[src/adc_seq_regs.vh]
// register map, field positions, reset values and timing counts
// assumes a 32-bit apb slave with byte addresses on paddr[7:0]
`ifndef ADC_SEQ_REGS_VH
`define ADC_SEQ_REGS_VH

// byte offsets of the register words
`define OFS_CTRL_ZERO 8'h00
`define OFS_CTRL_ONE 8'h04
`define OFS_RES_HIGH 8'h08
`define OFS_RES_LOW 8'h0c
`define OFS_FLAG 8'h10
`define OFS_IRQ_EN 8'h14

// adc_control_zero fields
`define BIT_ENABLE 0
`define BIT_RUN 1
`define CHS_LSB 2
`define CHS_MSB 6

// adc_control_one fields
`define CS_LSB 4
`define CS_MSB 6
`define BIT_JUSTIFY 7

// peripheral_flag_reg_one and peripheral_enable_reg_one fields
`define BIT_DONE 0
`define BIT_IRQ_EN 0

// reset values
`define RST_CTRL_ZERO 8'h00
`define RST_CTRL_ONE 8'h00
`define RST_RESULT 10'h000

// clock select codes
`define CS_DIV2 3'h0
`define CS_DIV4 3'h4
`define CS_DIV8 3'h1
`define CS_DIV16 3'h5
`define CS_DIV32 3'h2
`define CS_DIV64 3'h6
`define CS_RC_LOW 2'h3

// channel codes
`define CHS_LAST_PIN 5'h07
`define CHS_DAC 5'h1e
`define CHS_REF_BUF 5'h1f

// conversion timing in half bit periods: 11.5 periods make 23 halves
`define HALF_PER_CONV 5'd23
`define FIRST_DECIDE 5'd4
`define LAST_DECIDE 5'd22
`define SAR_TOP 10'h200

// one instruction cycle of system clocks before an rc conversion
`define INSTR_CYCLE_NS 400
`define CLK_PERIOD_NS 100
`define INSTR_CYCLES ((`INSTR_CYCLE_NS + `CLK_PERIOD_NS - 1) / `CLK_PERIOD_NS)

`endif

[src/conv_tick_gen.v]
// half bit period tick generator for the conversion clock
// assumes rc_clk_in is a level already synchronous to pclk
`timescale 1ns/1ns
module conv_tick_gen (
    input wire pclk,
    input wire presetn,
    input wire run,
    input wire [2:0] clk_sel,
    input wire rc_clk_in,
    output reg half_tick
);
`include "adc_seq_regs.vh"

    reg [5:0] div_cnt_reg;
    reg rc_prev_reg;
    wire rc_sel;
    wire [5:0] half_len;

    // half period length in system clocks for each divider code
    function [5:0] half_of;
        input [2:0] sel;
        begin
            case (sel)
                `CS_DIV2: half_of = 6'h01;
                `CS_DIV4: half_of = 6'h02;
                `CS_DIV8: half_of = 6'h04;
                `CS_DIV16: half_of = 6'h08;
                `CS_DIV32: half_of = 6'h10;
                `CS_DIV64: half_of = 6'h20;
                default: half_of = 6'h01;
            endcase
        end
    endfunction

    assign rc_sel = (clk_sel[1:0] == `CS_RC_LOW);
    assign half_len = half_of(clk_sel);

    // divider or rc edge detector, both give one tick per half period
    always @(posedge pclk or negedge presetn) begin
        if (!presetn) begin
            div_cnt_reg <= 6'h00;
            rc_prev_reg <= 1'b0;
            half_tick <= 1'b0;
        end else begin
            rc_prev_reg <= rc_clk_in;
            if (!run) begin
                div_cnt_reg <= 6'h00;
                half_tick <= 1'b0;
            end else if (rc_sel) begin
                div_cnt_reg <= 6'h00;
                half_tick <= rc_clk_in ^ rc_prev_reg;
            end else if (div_cnt_reg == half_len - 6'h01) begin
                div_cnt_reg <= 6'h00;
                half_tick <= 1'b1;
            end else begin
                div_cnt_reg <= div_cnt_reg + 6'h01;
                half_tick <= 1'b0;
            end
        end
    end

endmodule // conv_tick_gen

[src/sar_adc_sequencer.v]
// control and sequencing of a 10-bit successive approximation converter
// assumes an apb master on pclk, a comparator answer on cmp_in valid at
// each decision, and core inputs sleep_in and trig_in synchronous to pclk
//
// Our own choices: the APB interface to the registers and the address map.
`timescale 1ns/1ns
module sar_adc_sequencer (
    input wire pclk,
    input wire presetn,
    input wire psel,
    input wire penable,
    input wire pwrite,
    input wire [7:0] paddr,
    input wire [31:0] pwdata,
    output wire pready,
    output wire pslverr,
    output reg [31:0] prdata,
    input wire sleep_in,
    input wire trig_in,
    input wire rc_clk_in,
    input wire cmp_in,
    output reg [9:0] trial_code,
    output reg [4:0] channel_select,
    output reg channel_connected,
    output reg converter_powered,
    output reg sample_hold,
    output reg secondary_timer_clear,
    output reg irq_req,
    output reg wake_req
);
`include "adc_seq_regs.vh"

    localparam ST_IDLE = 3'b001;
    localparam ST_DELAY = 3'b010;
    localparam ST_CONV = 3'b100;

    reg [2:0] state_reg;
    reg [2:0] state_next;
    reg enable_reg;
    reg run_reg;
    reg run_next;
    reg [4:0] chs_reg;
    reg [2:0] conv_clock_select;
    reg justify_reg;
    reg done_flag_reg;
    reg irq_en_reg;
    reg shutdown_reg;
    reg [9:0] result_reg;
    reg [9:0] sar_reg;
    reg [9:0] bit_reg;
    reg last_bit_reg;
    reg [4:0] half_cnt_reg;
    reg [2:0] delay_cnt_reg;
    reg load_result;
    reg [9:0] result_new;
    reg done_evt;
    reg [31:0] rdata_next;
    wire half_tick;
    wire wr_acc;
    wire rd_setup;
    wire addr_ok;
    wire rc_sel;
    wire sleep_abort;
    wire start_req;
    wire decide;
    wire [9:0] sar_decided;
    wire bit_value;
    wire [7:0] res_high;
    wire [7:0] res_low;

    // decides whether a byte address is one of the register words
    function mapped;
        input [7:0] a;
        begin
            mapped = (a == `OFS_CTRL_ZERO) || (a == `OFS_CTRL_ONE) ||
                     (a == `OFS_RES_HIGH) || (a == `OFS_RES_LOW) ||
                     (a == `OFS_FLAG) || (a == `OFS_IRQ_EN);
        end
    endfunction

    // channel codes that reach a real input
    function chan_ok;
        input [4:0] c;
        begin
            chan_ok = (c <= `CHS_LAST_PIN) || (c == `CHS_DAC) || (c == `CHS_REF_BUF);
        end
    endfunction

    // partial result: bits from the trial bit down take the last decided bit
    function [9:0] fill_partial;
        input [9:0] sar;
        input [9:0] trial;
        input last;
        reg [9:0] low_mask;
        begin
            low_mask = trial | (trial - 10'h001);
            fill_partial = (sar & ~low_mask) | (last ? low_mask : 10'h000);
        end
    endfunction

    assign pready = 1'b1;
    assign addr_ok = mapped(paddr);
    assign pslverr = psel & penable & ~addr_ok;
    assign wr_acc = psel & penable & pwrite & addr_ok;
    assign rd_setup = psel & ~penable & ~pwrite;
    assign rc_sel = (conv_clock_select[1:0] == `CS_RC_LOW);

    // bit view of the result pair
    assign res_high = justify_reg ? result_reg[9:2] : {6'h00, result_reg[9:8]};
    assign res_low = justify_reg ? {result_reg[1:0], 6'h00} : result_reg[7:0];

    // half bit period ticks from the selected conversion clock
    conv_tick_gen tick_gen (
        .pclk(pclk),
        .presetn(presetn),
        .run(state_reg == ST_CONV),
        .clk_sel(conv_clock_select),
        .rc_clk_in(rc_clk_in),
        .half_tick(half_tick)
    );

    // sleep with a system clock derived source stops the converter
    assign sleep_abort = sleep_in & ~rc_sel & enable_reg;
    assign start_req = run_reg & enable_reg & ~shutdown_reg & ~sleep_abort;

    // a bit is decided on the even half ticks from the fourth on
    assign decide = (state_reg == ST_CONV) & half_tick &
                    (half_cnt_reg >= `FIRST_DECIDE) & ~half_cnt_reg[0];
    assign bit_value = cmp_in;
    assign sar_decided = bit_value ? sar_reg : (sar_reg & ~bit_reg);

    // run bit, state and result load decisions
    always @* begin
        state_next = state_reg;
        run_next = run_reg;
        load_result = 1'b0;
        result_new = result_reg;
        done_evt = 1'b0;
        if (wr_acc && paddr == `OFS_CTRL_ZERO) begin
            run_next = pwdata[`BIT_RUN];
        end
        if (trig_in && enable_reg) begin
            run_next = 1'b1;
        end
        case (state_reg)
            ST_IDLE: begin
                if (start_req) begin
                    state_next = rc_sel ? ST_DELAY : ST_CONV;
                end
            end
            ST_DELAY: begin
                if (sleep_abort || !enable_reg) begin
                    state_next = ST_IDLE;
                    run_next = 1'b0;
                end else if (!run_next) begin
                    state_next = ST_IDLE;
                end else if (delay_cnt_reg == `INSTR_CYCLES - 1) begin
                    state_next = ST_CONV;
                end
            end
            ST_CONV: begin
                if (sleep_abort || !enable_reg) begin
                    state_next = ST_IDLE;
                    run_next = 1'b0;
                end else if (!run_next) begin
                    state_next = ST_IDLE;
                    load_result = 1'b1;
                    result_new = fill_partial(sar_reg, bit_reg, last_bit_reg);
                end else if (decide && half_cnt_reg == `LAST_DECIDE) begin
                    state_next = ST_IDLE;
                    run_next = 1'b0;
                    load_result = 1'b1;
                    result_new = sar_decided;
                    done_evt = 1'b1;
                end
            end
            default: begin
                state_next = ST_IDLE;
                run_next = 1'b0;
            end
        endcase
    end

    // control registers written by software
    always @(posedge pclk or negedge presetn) begin
        if (!presetn) begin
            enable_reg <= 1'b0;
            chs_reg <= 5'h00;
            conv_clock_select <= 3'h0;
            justify_reg <= 1'b0;
            irq_en_reg <= 1'b0;
        end else if (wr_acc) begin
            case (paddr)
                `OFS_CTRL_ZERO: begin
                    enable_reg <= pwdata[`BIT_ENABLE];
                    chs_reg <= pwdata[`CHS_MSB:`CHS_LSB];
                end
                `OFS_CTRL_ONE: begin
                    conv_clock_select <= pwdata[`CS_MSB:`CS_LSB];
                    justify_reg <= pwdata[`BIT_JUSTIFY];
                end
                `OFS_IRQ_EN: begin
                    irq_en_reg <= pwdata[`BIT_IRQ_EN];
                end
                default: begin
                    irq_en_reg <= irq_en_reg;
                end
            endcase
        end
    end

    // done flag: the hardware set wins over a software clear
    always @(posedge pclk or negedge presetn) begin
        if (!presetn) begin
            done_flag_reg <= 1'b0;
        end else if (done_evt) begin
            done_flag_reg <= 1'b1;
        end else if (wr_acc && paddr == `OFS_FLAG) begin
            done_flag_reg <= pwdata[`BIT_DONE];
        end
    end

    // sequencer state, run bit and result
    always @(posedge pclk or negedge presetn) begin
        if (!presetn) begin
            state_reg <= ST_IDLE;
            run_reg <= 1'b0;
            result_reg <= `RST_RESULT;
            delay_cnt_reg <= 3'h0;
        end else begin
            state_reg <= state_next;
            run_reg <= run_next;
            if (load_result) begin
                result_reg <= result_new;
            end
            if (state_reg == ST_DELAY) begin
                delay_cnt_reg <= delay_cnt_reg + 3'h1;
            end else begin
                delay_cnt_reg <= 3'h0;
            end
        end
    end

    // successive approximation: trial bit walks from msb to lsb
    always @(posedge pclk or negedge presetn) begin
        if (!presetn) begin
            sar_reg <= 10'h000;
            bit_reg <= 10'h000;
            last_bit_reg <= 1'b0;
            half_cnt_reg <= 5'h00;
        end else if (state_reg != ST_CONV) begin
            sar_reg <= `SAR_TOP;
            bit_reg <= `SAR_TOP;
            last_bit_reg <= 1'b0;
            half_cnt_reg <= 5'h00;
        end else if (half_tick) begin
            half_cnt_reg <= half_cnt_reg + 5'h01;
            if (decide) begin
                sar_reg <= sar_decided | (bit_reg >> 1);
                bit_reg <= bit_reg >> 1;
                last_bit_reg <= bit_value;
            end
        end
    end

    // shutdown in sleep keeps the enable bit but removes power
    always @(posedge pclk or negedge presetn) begin
        if (!presetn) begin
            shutdown_reg <= 1'b0;
        end else if (!sleep_in) begin
            shutdown_reg <= 1'b0;
        end else if (sleep_abort) begin
            shutdown_reg <= 1'b1;
        end else if (done_evt && !irq_en_reg) begin
            shutdown_reg <= 1'b1;
        end
    end

    // analog side controls and event outputs
    always @(posedge pclk or negedge presetn) begin
        if (!presetn) begin
            trial_code <= 10'h000;
            channel_select <= 5'h00;
            channel_connected <= 1'b0;
            converter_powered <= 1'b0;
            sample_hold <= 1'b0;
            secondary_timer_clear <= 1'b0;
            irq_req <= 1'b0;
            wake_req <= 1'b0;
        end else begin
            trial_code <= sar_reg;
            channel_select <= chs_reg;
            channel_connected <= enable_reg & ~shutdown_reg & chan_ok(chs_reg);
            converter_powered <= enable_reg & ~shutdown_reg;
            sample_hold <= (state_next != ST_IDLE);
            secondary_timer_clear <= trig_in;
            irq_req <= done_flag_reg & irq_en_reg;
            wake_req <= done_flag_reg & irq_en_reg & sleep_in;
        end
    end

    // read data, captured in the setup phase
    always @* begin
        rdata_next = 32'h00000000;
        case (paddr)
            `OFS_CTRL_ZERO: begin
                rdata_next[`CHS_MSB:`CHS_LSB] = chs_reg;
                rdata_next[`BIT_RUN] = run_reg;
                rdata_next[`BIT_ENABLE] = enable_reg;
            end
            `OFS_CTRL_ONE: begin
                rdata_next[`CS_MSB:`CS_LSB] = conv_clock_select;
                rdata_next[`BIT_JUSTIFY] = justify_reg;
            end
            `OFS_RES_HIGH: rdata_next[7:0] = res_high;
            `OFS_RES_LOW: rdata_next[7:0] = res_low;
            `OFS_FLAG: rdata_next[`BIT_DONE] = done_flag_reg;
            `OFS_IRQ_EN: rdata_next[`BIT_IRQ_EN] = irq_en_reg;
            default: rdata_next = 32'h00000000;
        endcase
    end

    // prdata holds from the setup edge through the access phase
    always @(posedge pclk or negedge presetn) begin
        if (!presetn) begin
            prdata <= 32'h00000000;
        end else if (rd_setup) begin
            prdata <= rdata_next;
        end
    end

endmodule // sar_adc_sequencer

[config.mk]
export PLATFORM = sky130hd
export DESIGN_NAME = sar_adc_sequencer
export DESIGN_NICKNAME = d
export VERILOG_FILES = /design/src/conv_tick_gen.v /design/src/sar_adc_sequencer.v
export VERILOG_INCLUDE_DIRS = /design/src /design/src/src
export SDC_FILE = /design/constraint.sdc
export NUM_CORES = 1
export LEC_CHECK = 0
export BUFFER_PORTS_ARGS = -buffer_cell sky130_fd_sc_hd__buf_2
export CORE_UTILIZATION = 54
export DETAILED_ROUTE_END_ITERATION = 7
export PLACE_DENSITY_LB_ADDON = 0.25
export SYNTH_ARGS = -nofsm -noshare
export SYNTH_HDL_FRONTEND = slang
export SYNTH_SLANG_ARGS = --single-unit
[constraint.sdc]
create_clock -name pclk -period 6.29 [get_ports pclk]
set_input_delay 1.258 -clock pclk [delete_from_list [all_inputs] [get_ports pclk]]
set_output_delay 1.258 -clock pclk [all_outputs]
set_load 0.02 [all_outputs]
Word-level counts from Yosys, hierarchy flattened
Cells that the tools add are included.

word-level totals
  word-level logic and storage cells = 172
  output and inout port bits = 55
  input port bits = 49
  register bits = 93

operators by class
  reductions and logical operators = 24
  equality and inequality tests = 23
  $add $sub $neg = 5
  order comparisons = 2
  mux-type cells = 57
  bitwise gates (word level) = 34

operators with widths
  operator                 count
  $mux W10                 10
  $pmux W6 S5              1
  $mux W3                  9
  $mux W1                  24
  $and A10 B10 Y10         2
  $not A10 Y10             2
  $or A10 B10 Y10          2
  $and A1 B1 Y1            18
  $mux W6                  3
  $pmux W3 S3              2
  $eq A8 B4 Y1 const B     2
  $eq A8 B5 Y1 const B     2
  $mux W8                  2
  $eq A5 B5 Y1 const B     3
  $eq A3 B3 Y1 const B     4
  $pmux W3 S4              1
  $mux W5                  2
  $or A10 B9 Y10           1
  $sub A10 B1 Y10 const B  1
  $eq A3 B2 Y1 const B     3
  $eq A8 B3 Y1 const B     1
  $logic_not A8 Y1         1
  $logic_or A1 B1 Y1       8
  $not A1 Y1               8
  20 further kinds         33

Depth between registers and ports, before layout
  depth after elaboration = 17
  gate-level depth with buffers = 8
  mapped depth without buffers = 7

Hierarchy
From an unflattened synthesis, not the netlist that was laid out.

unflattened totals
  cells, all modules = 466
  area, all modules = 4610.7 um^2

by module, submodules not included
  module             instances  area each (um^2)  cells an instance  sequential area each (um^2)
  sar_adc_sequencer  1          4135.2            423                2128.3
  conv_tick_gen      1          475.5             43                 200.2

Worst setup path before layout
No wires, ideal clock.

  kind = input port to output port
  start point = input paddr[3]
  end point = output pslverr
  stages on the path = 3
  path buffers = 1
  arrival = 1.989 ns
  setup slack = 3.043 ns
  data required time = 5.032 ns
  path through = clkbuf_1 > nand2_1 > a31oi_1

on the way
  cells in the longest elaborated chain, start to end = 8
  elaborated cells between the ends (all ways) = 13
  classes of those cells = eq/ne (5); bitwise (2); reduce/logical (6)

ends and longest elaborated chain
  element                                           line                     text
  start: declaration                                sar_adc_sequencer.v:13   input wire [7:0] paddr,
  $eq A8 B3 Y1 or $logic_not A8 Y1 (tied branches)  --
  $logic_or A1 B1 Y1 (4 in a row)                   sar_adc_sequencer.v:75   mapped = (a == `OFS_CTRL_ZERO) || (a == `OFS_CTRL_ONE) ||
  $logic_or A1 B1 Y1 (*)                            sar_adc_sequencer.v:75
  $not A1 Y1 (*)                                    sar_adc_sequencer.v:103  assign pslverr = psel & penable & ~addr_ok;
  $and A1 B1 Y1 (*)                                 sar_adc_sequencer.v:103
  end: declaration                                  sar_adc_sequencer.v:16   output wire pslverr,

Every way passes the cells marked *; elsewhere a longest branch is shown, timed or not.

Worst setup path in the final report
  start point = input paddr[1]
  end point = register result_reg[7]

on the way
  cells in the longest elaborated chain, start to end = 14
  elaborated cells between the ends (all ways) = 21
  classes of those cells = eq/ne (6); mux (6); bitwise (1); reduce/logical (8)

ends and longest elaborated chain
  element                                           line                     text
  $eq A8 B3 Y1 or $logic_not A8 Y1 (tied branches)  --
  $logic_or A1 B1 Y1 (5 in a row)                   sar_adc_sequencer.v:75
  $and A1 B1 Y1                                     sar_adc_sequencer.v:104  assign wr_acc = psel & penable & pwrite & addr_ok;
  $logic_and A1 B1 Y1 (no source line) (*)          --
  $mux W1 (*)                                       sar_adc_sequencer.v:139  if (wr_acc && paddr == `OFS_CTRL_ZERO) begin
  $mux W1 (*)                                       sar_adc_sequencer.v:142  if (trig_in && enable_reg) begin
  $mux W1                                           sar_adc_sequencer.v:165  end else if (!run_next) begin
  $mux W1                                           sar_adc_sequencer.v:162  if (sleep_abort || !enable_reg) begin
  $mux W1                                           sar_adc_sequencer.v:145  case (state_reg)
  $reduce_and A4 Y1 (no source line)                --
  end signal: assignment                            sar_adc_sequencer.v:228  result_reg <= `RST_RESULT;
  end signal: assignment                            sar_adc_sequencer.v:234  result_reg <= result_new;
  end: declaration                                  sar_adc_sequencer.v:48   reg [9:0] result_reg;

Marks and branches as above.
A chain may end at the register's enable or synchronous reset.

==> impl.org <==
** Outcome
- Outcome :: finished clean

** Place
- Weighted congestion at the end of routability-driven global placement :: 0.8193
- HPWL reported at the end of detailed placement :: 6.700 mm
- Post-Place Cell Area :: 4920 µm²
- During placement, the flow inserted port buffers numbering 54.

** Floorplanning
- I/O pin cnt :: about 100
- Measured along the y axis, the die boundary spans 95.23 µm.
- Die Footprint :: 9068 µm²
- Total number of placement rows :: 33
- The floorplan step set the die width to 95.23 µm.
- Placeable core region :: 8299 µm²
- Initial cell density of the core :: between 50% and 60%

** Worst setup path
- Critical path class :: input pin to flop
- At the worst endpoint, the required time is 6590 ps.
- The worst setup path is launched from an input pin.
- Arrival time reported for the critical path endpoint :: 3550 ps
- In this run the worst path has a maximum fanout of 20.
- Critical Path Sink Type :: flop

** Power
- Worst VDD drop :: 0.0001217 V
- Internal power comes to 941.4 µW.
- Combinational cells account for 6.7% of the total power.
- Share of total power in the clock network :: 42.9%
- The analysis attributes to cell leakage a power of 2.477 nW.
- In this run the power density over the cells is 232.0 nW/µm².
- Summing internal, switching and leakage power gives 1.203 mW.
- Fraction of power spent switching nets :: 21.73%
- Proportion of power drawn by flip-flops and latches :: 50.4%
- Switching power summed over all nets :: around 260 µW

** Clock network
- In this run the post-CTS setup repair buffer count came out at 0.
- After clock tree synthesis, the clock-pin slew on the worst setup and hold paths is 80 ps.
- Hold repair after CTS inserted 0 buffers.
- TritonCTS built the clock tree.
- The H-tree generated during clock tree synthesis spans 3 levels.
- Latest clock arrival within the worst-skew pair :: 360 ps
- Clk buf depth :: 2
- The number of clock buffers added by TritonCTS is 9.
- Post-CTS repair changed the size of 0 cells.
- Sink count of the clock tree :: 93
- The tree is rooted in a clkbuf_8.

** Logic synthesis
- By area the synthesized netlist is led by dfrtp_1 49%, mux2i_1 4.7%, buf_4 4.0%, nand2_1 3.8%, nor2_1 3.5%.
- Synth Warn # :: 0
- Netlist cell types :: 59
- Synth top area share :: about 49%
- Number of enable flip-flop cells after synthesis :: 0
- Sequential area share after synthesis :: 49.61%
- Counting instances in the post-synthesis netlist gives the leading cell types as 92 x dfrtp_1, 48 x nand2_1, 44 x nor2_1, 25 x buf_4, 24 x a21oi_1.
- Synthesized flop and latch total :: 93
- The synthesized netlist occupies a cell area of 4693 µm².
- Number of instances in the synthesized netlist :: 467
- Each instance of the synthesized netlist takes up on average about 10 µm².
- Fraction of registers with async set/reset :: 100.0%
- Dominant cell by count in the synthesized netlist :: dfrtp_1
- Top FF cell, synth :: dfrtp_1
- Largest area contributor in the synthesized netlist :: dfrtp_1

** Global routing
- The number of global-route vias before repair is approximately 3200.
- Number of antenna violations at the first check in global routing :: 0
- Pin count of the biggest net entering global routing :: 60
- First-pass GRT wire length :: 15.30 mm
- Combined global-route utilization of all metal layers :: 22.19%
- Overflow left after global routing :: 0

** Timing
- Of the available clock period, the critical path in the final layout requires 51.56%.
- Setup repair after global routing left no endpoint under its margin.
- Transition time at the pin with the least slew margin :: 1193 ps
- Max Slew Vio Count :: 0
- Count of final hold-check violations :: 0
- Final setup violating endpoints :: 0
- For the finished layout, the period the worst path requires is 3243 ps.
- Headroom to the max-slew limit came out at around a fifth.
- Between clock sinks in the finished design, the worst skew comes to 10.64 ps.
- Hold Slack :: 428.9 ps
- Max Clock Freq :: slightly above 300 MHz
- Final total negative setup slack :: 0 ps

** Hold path
- The tightest min-delay check is of the flop to flop type.

** Layout
- Cells with a size suffix above 1 make up 17.48% of the layout.
- Post-route cell area :: 5185 µm²
- Cells fill 62.48% of the core in the end.
- Fin nets :: about 570
- Inserted Diodes :: 0
- From synthesis to final layout, the design area changed by 10.48%.

** Drt
- The first detailed-routing pass took 4 iterations.
- The detail route stage leaves a number of antenna-violating nets equal to 0.
- Routed len/inst :: 15.20 µm
- After detailed routing, the number of remaining DRC violations is 0.
- Detailed Route WL :: 9.425 mm
- Initial drt markers :: 200
- After detailed routing, the number of vias per cell comes to between 5 and 6.
- The routed layout has 3524 vias.

** Job
- The tool flagged a number of max-cap violations equal to 0.
-- critical path, cell delays in order --
cell and delay, ps:
buf_2 110, nor4_2 410, and4b_1 470, o211a_1 650, o21a_1 440, o22a_1 200
-- worst paths after layout --
path | to | slack, ps | startpoint | depth (start not counted)
min in group asynchronous | channel_select[2] | 820 | presetn | 1
worst max-delay path | result_reg[7] | 3050 | paddr[1] | 6
worst min-delay path | channel_select[0] | 430 | chs_reg[0] | 0
worst min register to register | channel_select[0] | 430 | chs_reg[0] | 0
max in group asynchronous | delay_cnt_reg[2] | 4350 | presetn | 2
worst max register to register | result_reg[5] | 3750 | state_reg[1] | 4
-- power groups by stage --
stage                     clock network, mW  logic [mW]  registers, mW
final                                 0.516      0.0808          0.606
after global routing                  0.551      0.0896          0.607
after CTS                             0.527      0.0815          0.606
after detailed placement                  0      0.0813          0.618
after global placement                    0      0.0799          0.617
after floorplan                           0      0.0623          0.619
-- layout by cell type, fill, tap and decap left out, drive strengths merged, types with 6 or more instances in the layout --
master and n:
dfrtp 92, buf 56, nand2 48, nor2 44, conb 25, a21oi 24, mux2i 22, o21ai 16
nor3 14, mux2 13, inv 12, clkbuf 12, nor2b 11, nand3 9, ha 9, xor2 8
o22a 8, nand4 7, and2 6, nand2b 6, a22o 6
-- logic make-up (layout without fill, tap and decap cells) --
family          after synthesis  count (layout)  share of synthesized area (%)
compound gates               96              96                          14.18
xor+xnor                     10              10                          1.866
fa+ha+maj                     9               9                          2.399
buf+inv                      59              84                          7.064
flops                        93              93                          49.61
mux                          35              35                          7.811
other cells                   2              25                         0.1600
simple gates                163             163                          16.90
-- metrics by stage --
stage                     instances  setup slack (ps)
after detailed placement        604              2693
after CTS                       620              3073
after floorplan                 490              3043
final                           620              3047
after global routing            620              2886
after global placement          604              2688
-- metal layers --
| metal | wire (µm) | track usage (%) |
|---|---|---|
| met1 | 4430 | 30.96 |
| met3 | 444 | 3.349 |
| met2 | 4283 | 33.39 |
| met4 | 267 | 11.62 |
| met5 | 0 | 0 |
-- layout make-up --
class | count | area, µm²
clock buffers | 12 | 145.1
clock inverters | 4 | 120.1
fillers | 692 | 3114
flip-flops and latches | 93 | 2328
well taps | 105 | 131.4
repair buffers | 56 | 287.8
inverters | 12 | 45.04
multi-input cells | 338 | 2127
(Power assumes the default switching activity.)
